**src/pkg/ddmp_defines.svh**
```systemverilog
`ifndef DDMP_DEFINES_SVH
`define DDMP_DEFINES_SVH

// ==========================================================
// Register map (byte addresses on APB)
`define DDMP_OFS_CTRL        8'h00
`define DDMP_OFS_STATUS      8'h04
`define DDMP_OFS_ERR         8'h08

// ==========================================================
// CTRL fields
`define DDMP_CTRL_RL_LSB     0
`define DDMP_CTRL_RL_MSB     3
`define DDMP_CTRL_COPY_BIT   8
`define DDMP_CTRL_X16_BIT    9
`define DDMP_RL_RST          4'h5
`define DDMP_COPY_RST        1'b1
`define DDMP_X16_RST         1'b0

// ==========================================================
// STATUS and ERR fields
`define DDMP_ST_MPR_BIT      0
`define DDMP_ST_LOC_LSB      1
`define DDMP_ST_LOC_MSB      2
`define DDMP_ST_WRLVL_BIT    3
`define DDMP_ST_RTT_LSB      4
`define DDMP_ST_RTT_MSB      5
`define DDMP_ST_BL_LSB       6
`define DDMP_ST_BL_MSB       7
`define DDMP_ST_BURST_BIT    8
`define DDMP_ERR_ILL_BIT     0

// ==========================================================
// Mode register selection and address bit positions
`define DDMP_MR0             3'h0
`define DDMP_MR1             3'h1
`define DDMP_MR2             3'h2
`define DDMP_MR3             3'h3
`define DDMP_A_BL_LSB        0
`define DDMP_A_BL_MSB        1
`define DDMP_A_LOC_LSB       0
`define DDMP_A_LOC_MSB       1
`define DDMP_A_MPR_BIT       2
`define DDMP_A_NIB_BIT       2
`define DDMP_A_WRLVL_BIT     7
`define DDMP_A_RTT_LSB       9
`define DDMP_A_RTT_MSB       10
`define DDMP_A_BC_BIT        12

// ==========================================================
// Burst and pattern constants
`define DDMP_BL_FIX8         2'h0
`define DDMP_BL_OTF          2'h1
`define DDMP_BL_BC4          2'h2
`define DDMP_LOC_CAL         2'h0
`define DDMP_CAL_PATTERN     8'hAA
`define DDMP_LEN_BL8         4'h8
`define DDMP_LEN_BC4         4'h4
`define DDMP_WR_WIN_CYC      4'h8
`define DDMP_PIPE_DEPTH      16
`define DDMP_RTT_OFF         2'h0

`endif

```
**src/pkg/ddmp_pkg.sv**
```systemverilog
package ddmp_pkg;

  // ========================================================
  // Command/address pins as sampled on a rising edge
  typedef struct packed {
    logic        cke;
    logic        cs_n;
    logic        ras_n;
    logic        cas_n;
    logic        we_n;
    logic [2:0]  ba;
    logic [13:0] a;
  } ddmp_ca_t;

  // APB request side
  typedef struct packed {
    logic        psel;
    logic        penable;
    logic        pwrite;
    logic [7:0]  paddr;
    logic [31:0] pwdata;
  } ddmp_apb_req_t;

  // ========================================================
  // Decoded commands
  typedef enum logic [2:0] {
    DDMP_CMD_NOP   = 3'h0,
    DDMP_CMD_MRS   = 3'h1,
    DDMP_CMD_RD    = 3'h2,
    DDMP_CMD_RDA   = 3'h3,
    DDMP_CMD_WR    = 3'h4,
    DDMP_CMD_WRA   = 3'h5,
    DDMP_CMD_OTHER = 3'h6,
    DDMP_CMD_PDN   = 3'h7
  } ddmp_cmd_e;

  // Device mode, one-hot
  typedef enum logic [1:0] {
    DDMP_MODE_NORMAL = 2'h1,
    DDMP_MODE_MPR    = 2'h2
  } ddmp_mode_e;

  // One read waiting for its latency to elapse
  typedef struct packed {
    logic       vld;
    logic       mpr;
    logic       bc4;
    logic       nib;
    logic [1:0] loc;
  } ddmp_rd_slot_t;

  // Synchroniser state
  typedef struct packed {
    logic s1;
    logic s2;
    logic s3;
    logic q;
  } ddmp_sync_st_t;

  // Whole state of the top module
  typedef struct packed {
    ddmp_mode_e                           mode;
    logic                                 cke_prev;
    logic [1:0]                           mr0_bl;
    logic                                 mr1_wrlvl;
    logic [1:0]                           mr2_rtt_wr;
    logic [1:0]                           mr3_loc;
    logic [3:0]                           rd_lat;
    logic                                 dq_copy;
    logic                                 x16;
    logic                                 err_ill;
    ddmp_rd_slot_t [15:0]                 rd_pipe;
    ddmp_rd_slot_t                        burst;
    logic [2:0]                           pos;
    logic [3:0]                           left;
    logic                                 arr_rd;
    logic                                 arr_pre;
    logic                                 arr_wr;
    logic [2:0]                           arr_bank;
    logic [9:0]                           arr_col;
    logic [3:0]                           wr_win;
    logic                                 odt_dyn;
    logic [15:0]                          dq_out;
    logic                                 dq_oe_n;
    logic                                 pready;
    logic                                 pslverr;
    logic [31:0]                          prdata;
  } ddmp_state_t;

endpackage

```
**src/core/ddmp_cmd_dec.sv**
```systemverilog
module ddmp_cmd_dec
  import ddmp_pkg::*;
(
  // Sampled pins
  input  wire ddmp_ca_t ca,
  input  wire logic     cke_prev,
  // Decoded command
  output ddmp_cmd_e     cmd
);

  // ==========================================================
  // Decode from chip select, strobes and both CKE samples
  always_comb begin
    cmd = DDMP_CMD_NOP;
    if (cke_prev && !ca.cke) begin
      // CKE falling: power-down or self-refresh entry
      cmd = DDMP_CMD_PDN;
    end else if (!cke_prev) begin
      // Clock disabled, nothing registered
      cmd = DDMP_CMD_NOP;
    end else if (ca.cs_n) begin
      // Deselect
      cmd = DDMP_CMD_NOP;
    end else begin
      case ({ca.ras_n, ca.cas_n, ca.we_n})
        3'h0: cmd = DDMP_CMD_MRS;
        3'h5: cmd = ca.a[10] ? DDMP_CMD_RDA : DDMP_CMD_RD;
        3'h4: cmd = ca.a[10] ? DDMP_CMD_WRA : DDMP_CMD_WR;
        3'h7: cmd = DDMP_CMD_NOP;
        default: cmd = DDMP_CMD_OTHER;
      endcase
    end
  end

endmodule

```
**src/core/ddmp_mpr_top.sv**
```systemverilog
`include "ddmp_defines.svh"

module ddmp_mpr_top
  import ddmp_pkg::*;
(
  // Clock and reset
  input  wire logic          SYS_CLK,
  input  wire logic          RESET,
  // External device reset pin, active low
  input  wire logic          DRAM_RESET_N,
  // Command and address bus
  input  wire ddmp_ca_t      CA_IN,
  // Read data pins
  output logic [15:0]        DQ_OUT,
  output logic               DQ_OE_N,
  // Array side
  output logic               ARRAY_RD,
  output logic               ARRAY_WR,
  output logic               ARRAY_PRE,
  output logic [2:0]         ARRAY_BANK,
  output logic [9:0]         ARRAY_COL,
  input  wire logic [15:0]   ARRAY_RDATA,
  // Termination control
  output logic [1:0]         RTT_WR,
  output logic               ODT_DYN,
  // APB slave
  input  wire ddmp_apb_req_t APB_REQ,
  output logic [31:0]        PRDATA,
  output logic               PREADY,
  output logic               PSLVERR
);

  // ==========================================================
  // Declarations
  ddmp_state_t   st_q;        // Registered state
  ddmp_state_t   st_d;        // Next state
  ddmp_cmd_e     cmd;         // Decoded command this cycle
  logic          pin_rst_n;   // Filtered external reset
  ddmp_rd_slot_t new_slot;    // Read entering the pipe
  ddmp_rd_slot_t tap;         // Read whose latency has elapsed
  ddmp_rd_slot_t cur;         // Slot of the beat being driven
  logic [3:0]    tap_idx;     // Pipe position of latency tap
  logic [2:0]    p;           // Burst position of this beat
  logic [3:0]    n;           // Beats left including this one
  logic          beat;        // A beat is driven next cycle
  logic          bit_v;       // MPR bit for this beat
  logic [7:0]    lane;        // One byte lane of MPR data
  logic [7:0]    cal_pat;     // Calibration bits, one per beat
  logic          set_ill;     // Illegal command seen
  logic          apb_acc;     // Access phase, answer pending
  logic          apb_wr;      // Write completes this edge
  logic          is_mr3;      // MRS targets MR3
  logic [31:0]   rd_val;      // Read value for the address
  logic          rd_err;      // Unmapped address

  // ==========================================================
  // External reset pin synchroniser
  ddmp_sync3 #(
    .RST_VAL (1'b1)
  ) u_rst_sync (
    .clk (SYS_CLK),
    .rst (RESET),
    .d   (DRAM_RESET_N),
    .q   (pin_rst_n)
  );

  // ==========================================================
  // Command decoder
  ddmp_cmd_dec u_dec (
    .ca       (CA_IN),
    .cke_prev (st_q.cke_prev),
    .cmd      (cmd)
  );

  // ==========================================================
  // APB read mux and address decode
  always_comb begin
    rd_val = 32'h0000_0000;
    rd_err = 1'b0;
    if (APB_REQ.paddr == `DDMP_OFS_CTRL) begin
      rd_val[`DDMP_CTRL_RL_MSB:`DDMP_CTRL_RL_LSB] = st_q.rd_lat;
      rd_val[`DDMP_CTRL_COPY_BIT] = st_q.dq_copy;
      rd_val[`DDMP_CTRL_X16_BIT]  = st_q.x16;
    end else if (APB_REQ.paddr == `DDMP_OFS_STATUS) begin
      rd_val[`DDMP_ST_MPR_BIT] = (st_q.mode == DDMP_MODE_MPR);
      rd_val[`DDMP_ST_LOC_MSB:`DDMP_ST_LOC_LSB] = st_q.mr3_loc;
      rd_val[`DDMP_ST_WRLVL_BIT] = st_q.mr1_wrlvl;
      rd_val[`DDMP_ST_RTT_MSB:`DDMP_ST_RTT_LSB] = st_q.mr2_rtt_wr;
      rd_val[`DDMP_ST_BL_MSB:`DDMP_ST_BL_LSB] = st_q.mr0_bl;
      rd_val[`DDMP_ST_BURST_BIT] = !st_q.dq_oe_n;
    end else if (APB_REQ.paddr == `DDMP_OFS_ERR) begin
      rd_val[`DDMP_ERR_ILL_BIT] = st_q.err_ill;
    end else begin
      rd_err = 1'b1;
    end
  end

  // ==========================================================
  // Read slot built from the sampled address
  always_comb begin
    new_slot     = '0;
    new_slot.vld = (cmd == DDMP_CMD_RD) || (cmd == DDMP_CMD_RDA);
    new_slot.mpr = (st_q.mode == DDMP_MODE_MPR);
    new_slot.loc = st_q.mr3_loc;
    // Burst chop from MR0, or from A12 when on-the-fly
    new_slot.bc4 = (st_q.mr0_bl == `DDMP_BL_BC4)
                || ((st_q.mr0_bl == `DDMP_BL_OTF)
                    && !CA_IN.a[`DDMP_A_BC_BIT]);
    // Only A2 picks the nibble; the rest is ignored
    new_slot.nib = new_slot.bc4 && CA_IN.a[`DDMP_A_NIB_BIT];
  end

  // ==========================================================
  // Latency tap, same pipe for array and MPR reads
  always_comb begin
    tap_idx = (st_q.rd_lat == 4'h0) ? 4'h0 : (st_q.rd_lat - 4'h1);
    tap     = st_q.rd_pipe[tap_idx];
  end

  // ==========================================================
  // Beat generation
  always_comb begin
    cur  = st_q.burst;
    p    = st_q.pos;
    n    = st_q.left;
    beat = 1'b0;
    if (tap.vld) begin
      // New burst starts, overriding any tail
      cur  = tap;
      p    = {tap.nib, 2'h0};
      n    = tap.bc4 ? `DDMP_LEN_BC4 : `DDMP_LEN_BL8;
      beat = 1'b1;
    end else if (st_q.left != 4'h0) begin
      beat = 1'b1;
    end
    // Calibration location; reserved ones read zero
    cal_pat = `DDMP_CAL_PATTERN;
    bit_v = (cur.loc == `DDMP_LOC_CAL) ? cal_pat[p] : 1'b0;
    // Lane 0 carries the bit, the rest copy or drive zero
    lane = {st_q.dq_copy ? {7{bit_v}} : 7'h00, bit_v};
  end

  // ==========================================================
  // Next-state logic
  always_comb begin
    st_d         = st_q;
    st_d.arr_rd  = 1'b0;
    st_d.arr_wr  = 1'b0;
    st_d.arr_pre = 1'b0;
    set_ill      = 1'b0;
    is_mr3       = (CA_IN.ba == `DDMP_MR3);
    st_d.cke_prev = CA_IN.cke;

    // Read pipe shifts every cycle
    st_d.rd_pipe = {st_q.rd_pipe[14:0], ddmp_rd_slot_t'('0)};

    // Command handling per mode
    case (st_q.mode)
      DDMP_MODE_NORMAL: begin
        if (cmd == DDMP_CMD_MRS) begin
          if (CA_IN.ba == `DDMP_MR0) begin
            st_d.mr0_bl = CA_IN.a[`DDMP_A_BL_MSB:`DDMP_A_BL_LSB];
          end else if (CA_IN.ba == `DDMP_MR1) begin
            st_d.mr1_wrlvl = CA_IN.a[`DDMP_A_WRLVL_BIT];
          end else if (CA_IN.ba == `DDMP_MR2) begin
            st_d.mr2_rtt_wr =
              CA_IN.a[`DDMP_A_RTT_MSB:`DDMP_A_RTT_LSB];
          end else if (is_mr3) begin
            st_d.mr3_loc = CA_IN.a[`DDMP_A_LOC_MSB:`DDMP_A_LOC_LSB];
            if (CA_IN.a[`DDMP_A_MPR_BIT]) begin
              // Banks assumed idle on entry
              st_d.mode = DDMP_MODE_MPR;
            end
          end
        end else if (new_slot.vld) begin
          // Array read, with auto precharge on RDA
          st_d.rd_pipe[0] = new_slot;
          st_d.arr_rd     = 1'b1;
          st_d.arr_pre    = (cmd == DDMP_CMD_RDA);
          st_d.arr_bank   = CA_IN.ba;
          st_d.arr_col    = CA_IN.a[9:0];
        end else if ((cmd == DDMP_CMD_WR)
                  || (cmd == DDMP_CMD_WRA)) begin
          // Array write opens the write termination window
          st_d.arr_wr   = 1'b1;
          st_d.arr_pre  = (cmd == DDMP_CMD_WRA);
          st_d.arr_bank = CA_IN.ba;
          st_d.arr_col  = CA_IN.a[9:0];
          st_d.wr_win   = `DDMP_WR_WIN_CYC;
        end
      end
      DDMP_MODE_MPR: begin
        if ((cmd == DDMP_CMD_MRS) && is_mr3) begin
          st_d.mr3_loc = CA_IN.a[`DDMP_A_LOC_MSB:`DDMP_A_LOC_LSB];
          if (!CA_IN.a[`DDMP_A_MPR_BIT]) begin
            st_d.mode = DDMP_MODE_NORMAL;
          end
        end else if (new_slot.vld) begin
          // RDA acts as RD: no precharge, no array access
          st_d.rd_pipe[0] = new_slot;
        end else if (cmd != DDMP_CMD_NOP) begin
          // Anything else is flagged and dropped
          set_ill = 1'b1;
        end
      end
      default: begin
        st_d.mode = DDMP_MODE_NORMAL;
      end
    endcase

    // Data pins
    if (beat) begin
      st_d.burst   = cur;
      st_d.pos     = p + 3'h1;
      st_d.left    = n - 4'h1;
      st_d.dq_oe_n = 1'b0;
      if (cur.mpr) begin
        st_d.dq_out = {st_q.x16 ? lane : 8'h00, lane};
      end else begin
        st_d.dq_out = ARRAY_RDATA;
      end
    end else begin
      st_d.dq_out  = 16'h0000;
      st_d.dq_oe_n = 1'b1;
    end

    // Write termination window and dynamic selection
    if (!(st_d.arr_wr) && (st_q.wr_win != 4'h0)) begin
      st_d.wr_win = st_q.wr_win - 4'h1;
    end
    st_d.odt_dyn = (st_d.wr_win != 4'h0) && !st_q.mr1_wrlvl
                && (st_q.mr2_rtt_wr != `DDMP_RTT_OFF);

    // APB: answer one cycle into the access phase
    apb_acc      = APB_REQ.psel && APB_REQ.penable;
    apb_wr       = apb_acc && st_q.pready && APB_REQ.pwrite;
    st_d.pready  = apb_acc && !st_q.pready;
    st_d.pslverr = apb_acc && !st_q.pready && rd_err;
    st_d.prdata  = (apb_acc && !st_q.pready && !APB_REQ.pwrite)
                 ? rd_val : 32'h0000_0000;
    if (apb_wr && !st_q.pslverr) begin
      if (APB_REQ.paddr == `DDMP_OFS_CTRL) begin
        st_d.rd_lat =
          APB_REQ.pwdata[`DDMP_CTRL_RL_MSB:`DDMP_CTRL_RL_LSB];
        st_d.dq_copy = APB_REQ.pwdata[`DDMP_CTRL_COPY_BIT];
        st_d.x16     = APB_REQ.pwdata[`DDMP_CTRL_X16_BIT];
      end else if (APB_REQ.paddr == `DDMP_OFS_ERR) begin
        if (APB_REQ.pwdata[`DDMP_ERR_ILL_BIT]) begin
          st_d.err_ill = 1'b0;
        end
      end
    end
    // A new error wins over a clear in the same cycle
    if (set_ill) begin
      st_d.err_ill = 1'b1;
    end

    // External reset pin returns device state, even in MPR mode
    if (!pin_rst_n) begin
      st_d.mode       = DDMP_MODE_NORMAL;
      st_d.mr0_bl     = `DDMP_BL_FIX8;
      st_d.mr1_wrlvl  = 1'b0;
      st_d.mr2_rtt_wr = `DDMP_RTT_OFF;
      st_d.mr3_loc    = `DDMP_LOC_CAL;
      st_d.rd_pipe    = '0;
      st_d.left       = 4'h0;
      st_d.wr_win     = 4'h0;
      st_d.odt_dyn    = 1'b0;
      st_d.arr_rd     = 1'b0;
      st_d.arr_wr     = 1'b0;
      st_d.arr_pre    = 1'b0;
      st_d.dq_out     = 16'h0000;
      st_d.dq_oe_n    = 1'b1;
    end
  end

  // ==========================================================
  // State register
  always_ff @(posedge SYS_CLK) begin
    if (RESET) begin
      st_q            <= '0;
      st_q.mode       <= DDMP_MODE_NORMAL;
      st_q.rd_lat     <= `DDMP_RL_RST;
      st_q.dq_copy    <= `DDMP_COPY_RST;
      st_q.x16        <= `DDMP_X16_RST;
      st_q.dq_oe_n    <= 1'b1;
    end else begin
      st_q <= st_d;
    end
  end

  // ==========================================================
  // Outputs straight from state
  assign DQ_OUT     = st_q.dq_out;
  assign DQ_OE_N    = st_q.dq_oe_n;
  assign ARRAY_RD   = st_q.arr_rd;
  assign ARRAY_WR   = st_q.arr_wr;
  assign ARRAY_PRE  = st_q.arr_pre;
  assign ARRAY_BANK = st_q.arr_bank;
  assign ARRAY_COL  = st_q.arr_col;
  assign RTT_WR     = st_q.mr2_rtt_wr;
  assign ODT_DYN    = st_q.odt_dyn;
  assign PRDATA     = st_q.prdata;
  assign PREADY     = st_q.pready;
  assign PSLVERR    = st_q.pslverr;

endmodule

```
**src/core/ddmp_sync3.sv**
```systemverilog
module ddmp_sync3
  import ddmp_pkg::*;
#(
  parameter logic RST_VAL = 1'b1
) (
  // Clock and reset
  input  wire logic clk,
  input  wire logic rst,
  // Asynchronous level in, filtered level out
  input  wire logic d,
  output logic      q
);

  // ==========================================================
  // State
  ddmp_sync_st_t st_q;  // Registered state
  ddmp_sync_st_t st_d;  // Next state

  // Shift the level in; accept it once stages two and three agree
  always_comb begin
    st_d    = st_q;
    st_d.s1 = d;
    st_d.s2 = st_q.s1;
    st_d.s3 = st_q.s2;
    if (st_q.s2 == st_q.s3) begin
      st_d.q = st_q.s3;
    end
  end

  // Register the state
  always_ff @(posedge clk) begin
    if (rst) begin
      st_q <= '{s1: RST_VAL, s2: RST_VAL, s3: RST_VAL, q: RST_VAL};
    end else begin
      st_q <= st_d;
    end
  end

  assign q = st_q.q;

endmodule

```
**config.mk**
```make
export PLATFORM = sky130hd
export DESIGN_NAME = ddmp_mpr_top
export DESIGN_NICKNAME = d
export VERILOG_FILES = /design/src/pkg/ddmp_pkg.sv /design/src/core/ddmp_cmd_dec.sv /design/src/core/ddmp_mpr_top.sv /design/src/core/ddmp_sync3.sv
export VERILOG_INCLUDE_DIRS = /design/src /design/src/pkg
export SDC_FILE = /design/constraint.sdc
export NUM_CORES = 1
export LEC_CHECK = 0
export ABC_AREA = 1
export ABC_CLOCK_PERIOD_IN_PS = 2300
export BUFFER_PORTS_ARGS = -buffer_cell sky130_fd_sc_hd__buf_2
export CAP_MARGIN = 20
export CELL_PAD_IN_SITES_DETAIL_PLACEMENT = 1
export CELL_PAD_IN_SITES_GLOBAL_PLACEMENT = 2
export CORE_AREA = 2 2 170 155
export CTS_CLUSTER_DIAMETER = 60
export DETAILED_ROUTE_END_ITERATION = 8
export DIE_AREA = 0 0 172 157
export PLACE_DENSITY_LB_ADDON = 0.12
export SLEW_MARGIN = 30
export SYNTH_ARGS = -nofsm -noshare
export SYNTH_HDL_FRONTEND = slang
export SYNTH_SLANG_ARGS = --single-unit
```
**constraint.sdc**
```tcl
create_clock -name SYS_CLK -period 2.3 [get_ports SYS_CLK]
set_input_delay 0.46 -clock SYS_CLK [delete_from_list [all_inputs] [get_ports SYS_CLK]]
set_output_delay 0.46 -clock SYS_CLK [all_outputs]
set_load 0.1 [all_outputs]
```
After elaboration in Yosys (flattened, before gate mapping)
Memories as Yosys holds them, arrays and structs flattened. Index checks and enable logic that the tools add are counted.

$add $sub $neg: 4. Magnitude comparators: 2. Equal/unequal tests: 27. Muxes and demuxes: 68. Bitwise gates (word level): 9. Reductions and logical operators: 55.

Operators with widths (count): $mux W18 (2); $mux W6 (5); $mux W2 (14); $mux W1 (25); $bmux W6 S4 (1); $mux W4 (6); $mux W19 (1); $mux W16 (1); $mux W8 (2); $ne A2 B2 Y1 const B (8); $eq A3 B3 Y1 const B (5); $logic_and A1 B1 Y1 (14); $mux W13 (1); $eq A3 B2 Y1 const B (4); $mux W3 (4); $pmux W3 S4 (1); $pmux W6 S2 (1); $reduce_bool A2 Y1 (6); $reduce_bool A4 Y1 (3); $sub A4 B1 Y4 const B (3); $not A1 Y1 (9); $eq A8 B3 Y1 const B (1); $eq A8 B4 Y1 const B (1); $logic_not A1 Y1 (8); 26 further kinds (39).

Bits in registers: 201. Bits in read-only memories: 8. Input port bits: 84. Output and inout bits: 70. Logic and storage cells: 281. Memories: 1.

Memories: (no name shown) (depth 8, width 1, rd ports 1, clocked after Yosys merged registers in 0, wr ports 0, RTL line ddmp_mpr_top.sv:138) `` bit_v = (cur.loc == `DDMP_LOC_CAL) ? cal_pat[p] : 1'b0; ``.

Depth between registers and ports, before layout
Gate-level depths: netlist of the first run.

Depth after elaboration: 17. Mapped depth: 21. Gate-level depth less buffers: 17.

By module
Synthesis of the first run repeated with hierarchy kept, for this count alone.

Cell total of the unflattened synthesis: 875. Area, all modules: 6630.1 µm².

By module, submodules not included: ddmp_mpr_top (times used 1, cells each 840, area an instance 6408.6 µm², seq. area each 3103.0 µm²); ddmp_sync3 (times used 1, cells each 15, area an instance 128.9 µm², seq. area each 80.1 µm²); ddmp_cmd_dec (times used 1, cells each 20, area an instance 92.6 µm², seq. area each 0.0 µm²).

Worst setup path after synthesis of the first run
Ideal clock, no wire load.

Kind: reg2reg. Start point: register st_q[184] in the netlist's numbering. End point: register st_q[74] in the netlist's numbering. Setup time: 0.115 ns. Arrival: 2.304 ns. Data required time: 2.185 ns. Slack: -0.119 ns. Cell stages (with the launch flop): 20. Path buffers: 4. Period minus slack after synthesis: 2.419 ns. Cells stage by stage: dfxtp_1 > buf_4 > inv_2 > buf_4 > buf_2 > ha_1 > inv_1 > nand2_4 > buf_6 > nand3_1 > nand3_1 > nand3_2 > nand2_4 > inv_2 > nand2_1 > ha_1 > inv_1 > nand3_1 > nand3_1 > nor2_1.

Cells in the longest elaborated chain, start to end: 7. Elaborated cells between the ends (all ways): 9. Classes of those cells: add/sub: 2; mux: 6; reduce/logical: 1.

RTL lines: from (decl) (RTL line ddmp_mpr_top.sv:35) `ddmp_state_t st_q;`; from (signal assigned) (RTL line ddmp_mpr_top.sv:288) `st_q <= st_d;`; $sub A4 B1 Y4 / $logic_not A4 Y1 (equally long branches) (RTL line ddmp_mpr_top.sv:116) `tap_idx = (st_q.rd_lat == 4'h0) ? 4'h0 : (st_q.rd_lat - 4'h1);`; $mux W4 * (RTL line ddmp_mpr_top.sv:116); $bmux W6 S4 * (RTL line ddmp_mpr_top.sv:117) `tap = st_q.rd_pipe[tap_idx];`; $mux W6 (implied by the code) * (RTL line ddmp_mpr_top.sv:117); $mux W4 (no line); $mux W4 (RTL line ddmp_mpr_top.sv:127) `if (tap.vld) begin`; $sub A4 B1 Y4 (RTL line ddmp_mpr_top.sv:215) `st_d.left = n - 4'h1;`.

Mark *: on every way between the ends. The rest lies on a longest branch, timed or not. The select of a mux whose other input is x is not followed. A chain may end at the register's enable or synchronous reset.

Worst setup path in the final report of the first run
Start point: register st_q[184] in the netlist's numbering. End point: register st_q, in the netlist DQ_OUT[14].

Cells in the longest elaborated chain, start to end: 11. Elaborated cells between the ends (all ways): 17. Classes of those cells: add/sub: 1; mux: 11; bitwise: 1; reduce/logical: 3; memory: 1.

RTL lines: $sub A4 B1 Y4 / $logic_not A4 Y1 (equally long branches) (RTL line ddmp_mpr_top.sv:116); $mux W4 * (RTL line ddmp_mpr_top.sv:116); $bmux W6 S4 * (RTL line ddmp_mpr_top.sv:117); $mux W6 (implied by the code) * (RTL line ddmp_mpr_top.sv:117); $mux W3 (RTL line ddmp_mpr_top.sv:127); $mem_v2 Z8 W1; $mux W1 (implied by the code) (RTL line ddmp_mpr_top.sv:138); $mux W1 (RTL line ddmp_mpr_top.sv:138); $mux W7 (RTL line ddmp_mpr_top.sv:140) `lane = {st_q.dq_copy ? {7{bit_v}} : 7'h00, bit_v};`; $mux W8 (RTL line ddmp_mpr_top.sv:218) `st_d.dq_out = {st_q.x16 ? lane : 8'h00, lane};`; $mux W16 (RTL line ddmp_mpr_top.sv:217) `if (cur.mpr) begin`.

Marks and branches as above.

==> results.cfg, run 1 <==
[critical_path]
critPathBufInv = 3
worstPathRequired_ps = 2660
path_max_fanout = 8
crit_family = simple AND/OR/NAND/NOR gates
cp.depth = 14
rr_worst_depth = 14
cp-end-kind = register
arrival_ps = 2550
path_class = reg -> reg
crit_path_cell_trace = inv_4, ha_4, nand2_8, nand2_8, buf_12, nand2_2, nand3_2, nand3_2, nand3_4, buf_6, nand4_1, nor2_4, nand4_4, a21oi_2
slowest_stage = dfxtp_2
max_stage_delay_ps = 330
cp-start-kind = register

[pwr]
p_leak_nw = 3.69
power_frac_clock = 0.395
power.total_mw = 7.29
switching_share = 0.321
pwr-share-comb = 0.200
cellPowerDensity_mw_per_mm2 = 855
p_int_mw = 4.95
seqPwrFrac = 0.406
power.switching_mw = 2.34
ir_drop_mv = 0.434

[status]
status = complete, no violations

[logic_synthesis]
synth_area_leader_cell = dfxtp_1
async_flop_share = 0
syn_inst = 869
yosysSeqAreaShare = 0.473
synth_top_area_frac = 0.473
synthesis.area_mm2 = 0.00673
synth_edf_count = 0
ys.flop_type = dfxtp_1
ys_ff_latch = 159
synth.distinct_cells = 41
synth_area_leaders = dfxtp_1, buf_4, nor2_1
avgSynthCellArea_um2 = 7.74
ys_warn_count = 0

[timing]
skew_ps = 9.31
fin_crit_ps = 2190
finalHoldViolCount = 0
max_freq_ghz = 0.458
fin_crit_sh = 0.950
slew_headroom = 0.448
drv_slew = 0
setup_viol = 0
rsz0062_at_grt = true
fin_ws_ps = 115
tightest_slew_ps = 828

[clock_tree]
root_buffer = clkbuf_16
cts_tree = built
clock_latency_ps = 420
cts_buffers = 17
holdBufCountCts = 0
cts_sinks = 159
clk_pin_slew_ps = 70
clk_path_buf_depth = 2
cts_max_level = 4

[floorplanning]
rows = 55
core-area_mm2 = 0.0250
ios = 154
dieHeight_um = 157
fp.dieW_um = 172
initial_core_util = 0.269
die_area_mm2 = 0.0270

[grt]
gr-total-overflow = 0
antenna_found_initial = 0
grt_pass1_wl_um = 29200
grt_max_degree = 77
grt_usage = 0.139
grt_pass1_vias = 5646

[route]
wl_met1_um = 8680
wl_met3_um = 739
wl_met2_um = 8450
drt_wl_total_um = 18000
drtAntennaViolNets = 0
drt_pre_antenna_iters = 4
drt-vias-per-instance = 4.18
maxUsedRoutingLayer = met4
drtIter0Drc = 208
drc = 0
vias = 5612
wire_per_inst_um = 13.4

[placed_design]
preCtsSetupSlack_ps = -47.2
place_hpwl_um = 12900
place.gp.congestion = 0.722
io_buffers = 103

[layout]
fillers = 3089
antenna_cells = 0
drive_above_1_share = 0.264
multi_input_area_mm2 = 0.00266
synthToLayoutAreaGrowth_pct = 26.7
nets = 1077
seq_area_mm2 = 0.00319

[run]
max_cap_violations = 0

[worst_hold_path]
hold_path.class = in -> reg
hold_path_depth = 2
## power by group through the flow
| stage | registers, mW | logic (mW) | clock network, mW |
|---|---|---|---|
| 2_1_floorplan | 3.07 | 1.24 | 0 |
| 3_3_place_gp | 3.02 | 1.47 | 0 |
| 3_5_place_dp | 3.02 | 1.47 | 0 |
| 4_1_cts | 2.96 | 1.48 | 3.00 |
| 5_1_grt | 2.97 | 1.59 | 3.10 |
| 6_report | 2.96 | 1.46 | 2.88 |
## synth_stat cells, types with 3 or more instances
cell and count:
buf_4 70, a21oi_2 7, nand3_2 3, buf_2 3, buf_6 6, o21ai_0 42
nand3_1 93, a211oi_1 3, o211ai_1 4, nand2_2 8, o22ai_1 3, or2_2 3
o21ai_1 4, nand2_4 4, nand2_1 83, buf_1 4, nor4_1 5, nor2_1 137
ha_1 6, nor3_1 9, inv_2 5, inv_1 129, dfxtp_1 159, nand4_1 3
clkbuf_1 12, a21oi_1 41, o221ai_1 4
## cells by family (layout without fill, tap and decap cells)
family | Yosys count | count (layout) | share of synthesized area
flip-flops | 159 | 159 | 0.473
multiplexers | 1 | 1 | 0.00149
buffers and inverters | 229 | 339 | 0.174
AND/OR/NAND/NOR | 358 | 358 | 0.241
AO/OA/AOI/OAI | 115 | 115 | 0.0987
other | 1 | 22 | 0.000557
adder cells (fa/ha/maj) | 6 | 6 | 0.0112
## state kept, by name, summed over array words and instances, names as in the netlist, 2 cells and up
signal,count
new_slot,2
st_q,105
DQ_OUT,16
RTT_WR,2
PRDATA,10
u_rst_sync.st_d,2
ARRAY_COL,10
ARRAY_BANK,3
## layout make-up
cell class | instances | area share
clock buffers | 22 | 0.0533
repair buffers | 173 | 0.134
well taps | 342 | 0.0502
inverters | 134 | 0.0611
multi-input cells | 502 | 0.312
flip-flops and latches | 159 | 0.374
clock inverters | 10 | 0.0160
## per-stage QoR
step	setup TNS (ps)	cell area, µm²	utilization	std cells	hold WS, ps
after floorplan	0	6840	-	890	389
after global placement	-248	7590	0.303	1296	396
after detailed placement	-234	7590	0.303	1296	403
after CTS	0	8240	0.329	1330	203
after global routing	-48.1	8530	0.340	1342	211
final	0	8530	0.340	1342	221
## layout by cell type, fill, tap and decap left out, drive strengths merged
| cell | synthesis | layout |
|---|---|---|
| buf | 83 | 173 |
| dfxtp | 159 | 159 |
| nor2 | 140 | 140 |
| inv | 134 | 135 |
| nand3 | 96 | 96 |
| nand2 | 95 | 95 |
| a21oi | 48 | 48 |
| o21ai | 47 | 47 |
| conb | 1 | 22 |
| clkbuf | 12 | 22 |
| nor3 | 11 | 11 |
| ha | 6 | 6 |
| nor4 | 5 | 5 |
| o221ai | 4 | 4 |
| o211ai | 4 | 4 |
| nand4 | 4 | 4 |
| or2 | 4 | 4 |
| o22ai | 3 | 3 |
| a211oi | 3 | 3 |
| clkinvlp | 0 | 3 |
| clkinv | 0 | 3 |
| bufinv | 0 | 3 |
| o2111ai | 2 | 2 |
| nand3b | 2 | 2 |
| a2111oi | 2 | 2 |
| or3 | 1 | 1 |
| mux2i | 1 | 1 |
| o211a | 1 | 1 |
| a22oi | 1 | 1 |
## per-layer routing
| layer | up-vias | track usage |
|---|---|---|
| li1 | 2910 | - |
| met1 | 2612 | 0.182 |
| met2 | 76 | 0.228 |
| met3 | 14 | 0.0365 |
| met4 | 0 | 0.0360 |
| met5 | - | 0 |
## worst paths after layout
kind,endpoint,slack [ps],startpoint
worst min register to register,u_rst_sync.st_d[1]$_SDFF_PP1_,420,u_rst_sync.st_d[2]$_SDFF_PP1_
worst max register to register,DQ_OUT[14]$_SDFF_PP0_,110,st_q[184]$_SDFFE_PP1P_
worst max-delay path,DQ_OUT[14]$_SDFF_PP0_,110,st_q[184]$_SDFFE_PP1P_
worst min-delay path,u_rst_sync.st_d[2]$_SDFF_PP1_,220,DRAM_RESET_N
## what timing repair did
action,4_1_cts,5_1_grt
buffers inserted,2,12
pin swaps,2,14
resized for setup,9,45
cloned,0,0
endpoints found under the setup margin,15,19
## worst register-to-register path: cells and delay by family, from the launching register on
kind                     cells  cell delay, ps
flip-flops                   1             330
AO/OA/AOI/OAI                1             200
AND/OR/NAND/NOR              9            1100
adder cells (fa/ha/maj)      1             170
buffers and inverters        3             330
Power figures use the tool's default switching activity.
==> run 2, diff against run 1 <==
--- a/config.mk
+++ b/config.mk
@@ -16,7 +16,7 @@
 export CTS_CLUSTER_DIAMETER = 60
 export DETAILED_ROUTE_END_ITERATION = 8
 export DIE_AREA = 0 0 172 157
-export PLACE_DENSITY_LB_ADDON = 0.12
+export PLACE_DENSITY = 0.78
 export SLEW_MARGIN = 30
 export SYNTH_ARGS = -nofsm -noshare
 export SYNTH_HDL_FRONTEND = slang
==> run 2 against run 1 <==
Non-clock buffer count shrank 13. Flip-flop and latch count did not move. Die area unchanged. Worst setup slack gained 37 ps.
==> results.cfg, run 2 (same netlist as run 1, synthesis figures left out) <==
[status]
status = complete, no violations

[route]
drt_pre_antenna_iters = 4
vias = 5618
drtAntennaViolNets = 0
drc = 0
drt-vias-per-instance = 4.23
wire_per_inst_um = 13.1
drtIter0Drc = 162
drt_wl_total_um = 17400

[critical_path]
path_max_fanout = 7
r2r_end = DQ_OUT[11]$_SDFF_PP0_
cp-start-kind = register
arrival_ps = 2510
worstPathRequired_ps = 2660
rr_worst_depth = 14
path_class = reg -> reg
r2r-start = st_q[185]$_SDFFE_PP0P_
reg2reg_slack_ps = 150
cp-end-kind = register

[worst_hold_path]
hold_start = DRAM_RESET_N
hold_path.class = in -> reg
hold_path_depth = 2
hold_end = u_rst_sync.st_d[2]$_SDFF_PP1_

[grt]
antenna_found_initial = 0
grt_pass1_vias = 5642
gr-total-overflow = 0
grt_max_degree = 46
grt_usage = 0.132
grt_pass1_wl_um = 28200

[clock_tree]
holdBufCountCts = 0
clock_latency_ps = 430
clk_pin_slew_ps = 70
root_buffer = clkbuf_16
cts_buffers = 17
cts_tree = built
cts_sinks = 159
clk_path_buf_depth = 2
cts_max_level = 4

[pwr]
p_int_mw = 4.83
ir_drop_mv = 0.455
power.switching_mw = 2.43
pwr-share-comb = 0.201
power.total_mw = 7.26
power_frac_clock = 0.391
seqPwrFrac = 0.407
p_leak_nw = 3.61
cellPowerDensity_mw_per_mm2 = 861
switching_share = 0.335

[timing]
setup_viol = 0
finalHoldViolCount = 0
fin_crit_sh = 0.934
fin_ws_ps = 151
skew_ps = 12.2
drv_slew = 0
fin_crit_ps = 2150
max_freq_ghz = 0.465

[run]
max_cap_violations = 0

[layout]
nets = 1064
stdcell_count = 1329
regMostFlops = st_q
drive_above_1_share = 0.258
synthToLayoutAreaGrowth_pct = 25.3
layout.cells.most_common = dfxtp_1
largest_reg_flops = 105
final_cell_mix = dfxtp_1, nor2_1, inv_1, buf_2, nand3_1
antenna_cells = 0

[placed_design]
io_buffers = 103
place_hpwl_um = 12300
dp_cells = 1285
preCtsSetupSlack_ps = -65.2
place.gp.congestion = 0.765

[floorplanning]
ios = 154
dieHeight_um = 157
fp.dieW_um = 172
die_area_mm2 = 0.0270
initial_core_util = 0.269
core-area_mm2 = 0.0250
rows = 55
[run 2: repair_timing]
action	in CTS	in global routing
endpoints found under the setup margin	18	18
setup buffers	3	8
resized for setup	17	38
cloned	0	1
pin swaps	5	12
[run 2: power by group through the flow]
stage	clock [mW]	combinational, mW	sequential, mW
4_1_cts	2.92	1.47	2.96
5_1_grt	3.05	1.58	2.98
6_report	2.84	1.46	2.96
3_3_place_gp	0	1.44	3.02
2_1_floorplan	0	1.24	3.07
3_5_place_dp	0	1.46	3.02
[run 2: routing by layer]
| layer | up-vias | part of all wire | global-route usage |
|---|---|---|---|
| met3 | 10 | 0.031 | 0.0319 |
| met5 | - | 0 | 0 |
| met4 | 0 | 0.0070 | 0.0348 |
| met2 | 74 | 0.47 | 0.215 |
| met1 | 2659 | 0.49 | 0.174 |
| li1 | 2875 | - | - |
[run 2: how the worst max path moves through the flow]
stage	slack, ps	end	startpoint
3_5_place_dp	-70	DQ_OUT[8]$_SDFF_PP0_	st_q[185]$_SDFFE_PP0P_
3_3_place_gp	0.6	DQ_OUT[13]$_SDFF_PP0_	st_q[185]$_SDFFE_PP0P_
2_1_floorplan	1	st_q[74]$_SDFFE_PP0N_	st_q[184]$_SDFFE_PP1P_
6_report	150	DQ_OUT[11]$_SDFF_PP0_	st_q[185]$_SDFFE_PP0P_
4_1_cts	7	DQ_OUT[6]$_SDFF_PP0_	st_q[185]$_SDFFE_PP0P_
5_1_grt	-6	st_q[74]$_SDFFE_PP0N_	st_q[184]$_SDFFE_PP1P_
[run 2: cell type report]
cell class                      instances  area (µm²)
Sequential cell                       159        3190
Fill cell                            3094       16600
Multi-Input combinational cell        502        2660
Clock inverter                         14         158
Inverter                              134         523
Tap cell                              342         428
Timing Repair Buffer                  160        1050
Clock buffer                           18         429
[run 2: worst max-delay path, stage by stage (launching register included)]
cell and delay (ps):
dfxtp_4 360, inv_6 70, ha_4 160, nand2_8 100, nand2_8 120, buf_4 120
nand2_1 60, nand3_2 60, nand3_2 100, nand3_4 150, buf_4 130, nand3b_1 90
nand2_2 160, nand4_4 200, a21oi_2 190
[run 2: metrics by stage]
stage          hold WS, ps  utilization  cell area [µm²]  setup TNS, ps
2_1_floorplan          389            -             6840              0
3_3_place_gp           405        0.300             7500              0
3_5_place_dp           408        0.300             7500           -604
4_1_cts                211        0.328             8210              0
5_1_grt                211        0.337             8440          -5.77
6_report               222        0.337             8440              0
==> run 3, diff against run 2 <==
--- a/config.mk
+++ b/config.mk
@@ -11,11 +11,11 @@
 export BUFFER_PORTS_ARGS = -buffer_cell sky130_fd_sc_hd__buf_2
 export CAP_MARGIN = 20
 export CELL_PAD_IN_SITES_DETAIL_PLACEMENT = 1
-export CELL_PAD_IN_SITES_GLOBAL_PLACEMENT = 2
-export CORE_AREA = 2 2 170 155
+export CELL_PAD_IN_SITES_GLOBAL_PLACEMENT = 1
+export CORE_AREA = 2 2 150 137
 export CTS_CLUSTER_DIAMETER = 60
 export DETAILED_ROUTE_END_ITERATION = 8
-export DIE_AREA = 0 0 172 157
+export DIE_AREA = 0 0 152 139
 export PLACE_DENSITY = 0.78
 export SLEW_MARGIN = 30
 export SYNTH_ARGS = -nofsm -noshare
==> run 3 against run 2 <==
Global-route usage grew 3.0 points. Combinational power is essentially flat. Critical path depth grew 2. Clock power grew 11%. Cell area shrank 0.46%. Non-clock buffer count shrank 19. Maximum frequency shrank 6.0%. Sequential power is essentially flat. Register-to-register slack lost 140 ps. Largest cell class unchanged.
==> results.cfg, run 3 (same netlist as run 1, synthesis figures left out) <==
[floorplanning]
core-area_mm2 = 0.0197
rows = 49
fp.dieW_um = 152
dieHeight_um = 139
die_area_mm2 = 0.0211
initial_core_util = 0.342
ios = 154

[timing]
drv_slew = 0
setup_viol = 0
fin_crit_sh = 0.993
fin_crit_ps = 2280
tightest_slew_ps = 519
rsz0062_at_grt = true
slew_headroom = 0.651
fin_ws_ps = 15.4
finalHoldViolCount = 0
skew_ps = 12.3
max_freq_ghz = 0.438

[critical_path]
cp-end-kind = register
critPathMostFrequentCell = nand3_1
cp-start-kind = register
slowest_stage = dfxtp_2
cp.depth = 16
max_stage_delay_ps = 370
path_class = reg -> reg
worstPathRequired_ps = 2610
rr_worst_depth = 16
arrival_ps = 2600
crit_path_cell_trace = inv_4, ha_4, nand2_8, clkbuf_16, nand3_1, nand2_1, nand3_2, nand3_4, nand2_8, nor2_2, inv_1, ha_1, inv_1, nand3_1, nand3_1, nor2_1
path_max_fanout = 8
critPathBufInv = 4
crit_family = simple AND/OR/NAND/NOR gates

[pwr]
p_int_mw = 5.24
power.total_mw = 7.58
switching_share = 0.309
power_frac_clock = 0.416
power.switching_mw = 2.35
p_leak_nw = 3.61
cellPowerDensity_mw_per_mm2 = 903
seqPwrFrac = 0.391
ir_drop_mv = 0.518
pwr-share-comb = 0.193

[worst_hold_path]
hold_path.class = in -> reg
hold_path_depth = 2

[clock_tree]
clk_path_buf_depth = 2
holdBufCountCts = 0
root_buffer = clkbuf_16
clk_pin_slew_ps = 60
clock_latency_ps = 430
cts_max_level = 4
cts_buffers = 17
cts_sinks = 159
cts_tree = built

[layout]
stdcell_count = 1227
synthToLayoutAreaGrowth_pct = 24.8
drive_above_1_share = 0.255
largest_reg_flops = 105
regMostFlops = st_q
layout.cells.most_common = dfxtp_1
final_util = 0.427
antenna_cells = 0
fillers = 2406
nets = 1049
final_cell_mix = dfxtp_1, nor2_1, inv_1, buf_2, nand2_1

[placed_design]
place.gp.congestion = 0.779
io_buffers = 103
dp_cells = 1178
preCtsSetupSlack_ps = -36.2
place_hpwl_um = 11600

[route]
drtAntennaViolNets = 0
drtIter0Drc = 226
drt_pre_antenna_iters = 7
vias = 5884
drt_wl_total_um = 19200
drt-vias-per-instance = 4.80
wire_per_inst_um = 15.7
drc = 0

[grt]
antenna_found_initial = 0
grt_max_degree = 87
gr-total-overflow = 0
grt_pass1_vias = 5830
grt_pass1_wl_um = 27900
grt_usage = 0.161

[status]
status = complete, no violations

[run]
max_cap_violations = 0
run 3: worst reg2reg max path: stages (launching register included):
cell and delay (ps):
dfxtp_2 370, inv_4 70, ha_4 180, nand2_8 170, clkbuf_16 190, nand3_1 80
nand2_1 90, nand3_2 90, nand3_4 140, nand2_8 100, nor2_2 130, inv_1 90
ha_1 190, inv_1 80, nand3_1 80, nand3_1 80, nor2_1 40
run 3: through the flow:
stage / TNS (ps) / hold WS, ps / instance area (µm²)
2_1_floorplan: 0 / 389 / 6840
3_3_place_gp: 0 / 395 / 7230
3_5_place_dp: -150 / 411 / 7230
4_1_cts: -69.5 / 204 / 7980
5_1_grt: -615 / 212 / 8400
6_report: 0 / 218 / 8400
run 3: layout make-up:
class	count	area (µm²)	area share
clock buffer	22	484	0.0577
clock inverter	10	181	0.0216
inverter	134	526	0.0626
multi-input combinational	506	2750	0.328
sequential	159	3190	0.380
tap	255	319	0.0380
timing repair buffer	141	945	0.113
run 3: path summary, 6_finish.rpt:
| path | slack (ps) | end | startpoint |
|---|---|---|---|
| setup / recovery | 20 | st_q[74]$_SDFFE_PP0N_ | st_q[184]$_SDFFE_PP1P_ |
| hold / removal | 220 | u_rst_sync.st_d[2]$_SDFF_PP1_ | DRAM_RESET_N |
| setup reg to reg | 20 | st_q[74]$_SDFFE_PP0N_ | st_q[184]$_SDFFE_PP1P_ |
| hold reg to reg | 420 | u_rst_sync.st_d[1]$_SDFF_PP1_ | u_rst_sync.st_d[2]$_SDFF_PP1_ |
run 3: per-layer routing:
layer	vias to the layer above	wire length [µm]	track usage
met5	-	0	0
met1	2870	8030	0.195
li1	2848	-	-
met4	0	395	0.0497
met3	27	966	0.0394
met2	139	9820	0.283
run 3: timing repair:
| item | CTS | global route |
|---|---|---|
| pin swaps | 3 | 24 |
| resized for setup | 9 | 58 |
| endpoints found under the setup margin | 17 | 21 |
| setup buffers | 2 | 8 |
| cloned | 1 | 6 |
run 3: power by group through the flow:
stage	logic, mW	clock network, mW	registers (mW)
final	1.46	3.15	2.97
after global routing	1.56	3.32	2.98
after CTS	1.46	3.21	2.97
after detailed placement	1.44	0	3.03
after global placement	1.41	0	3.02
after floorplan	1.24	0	3.07
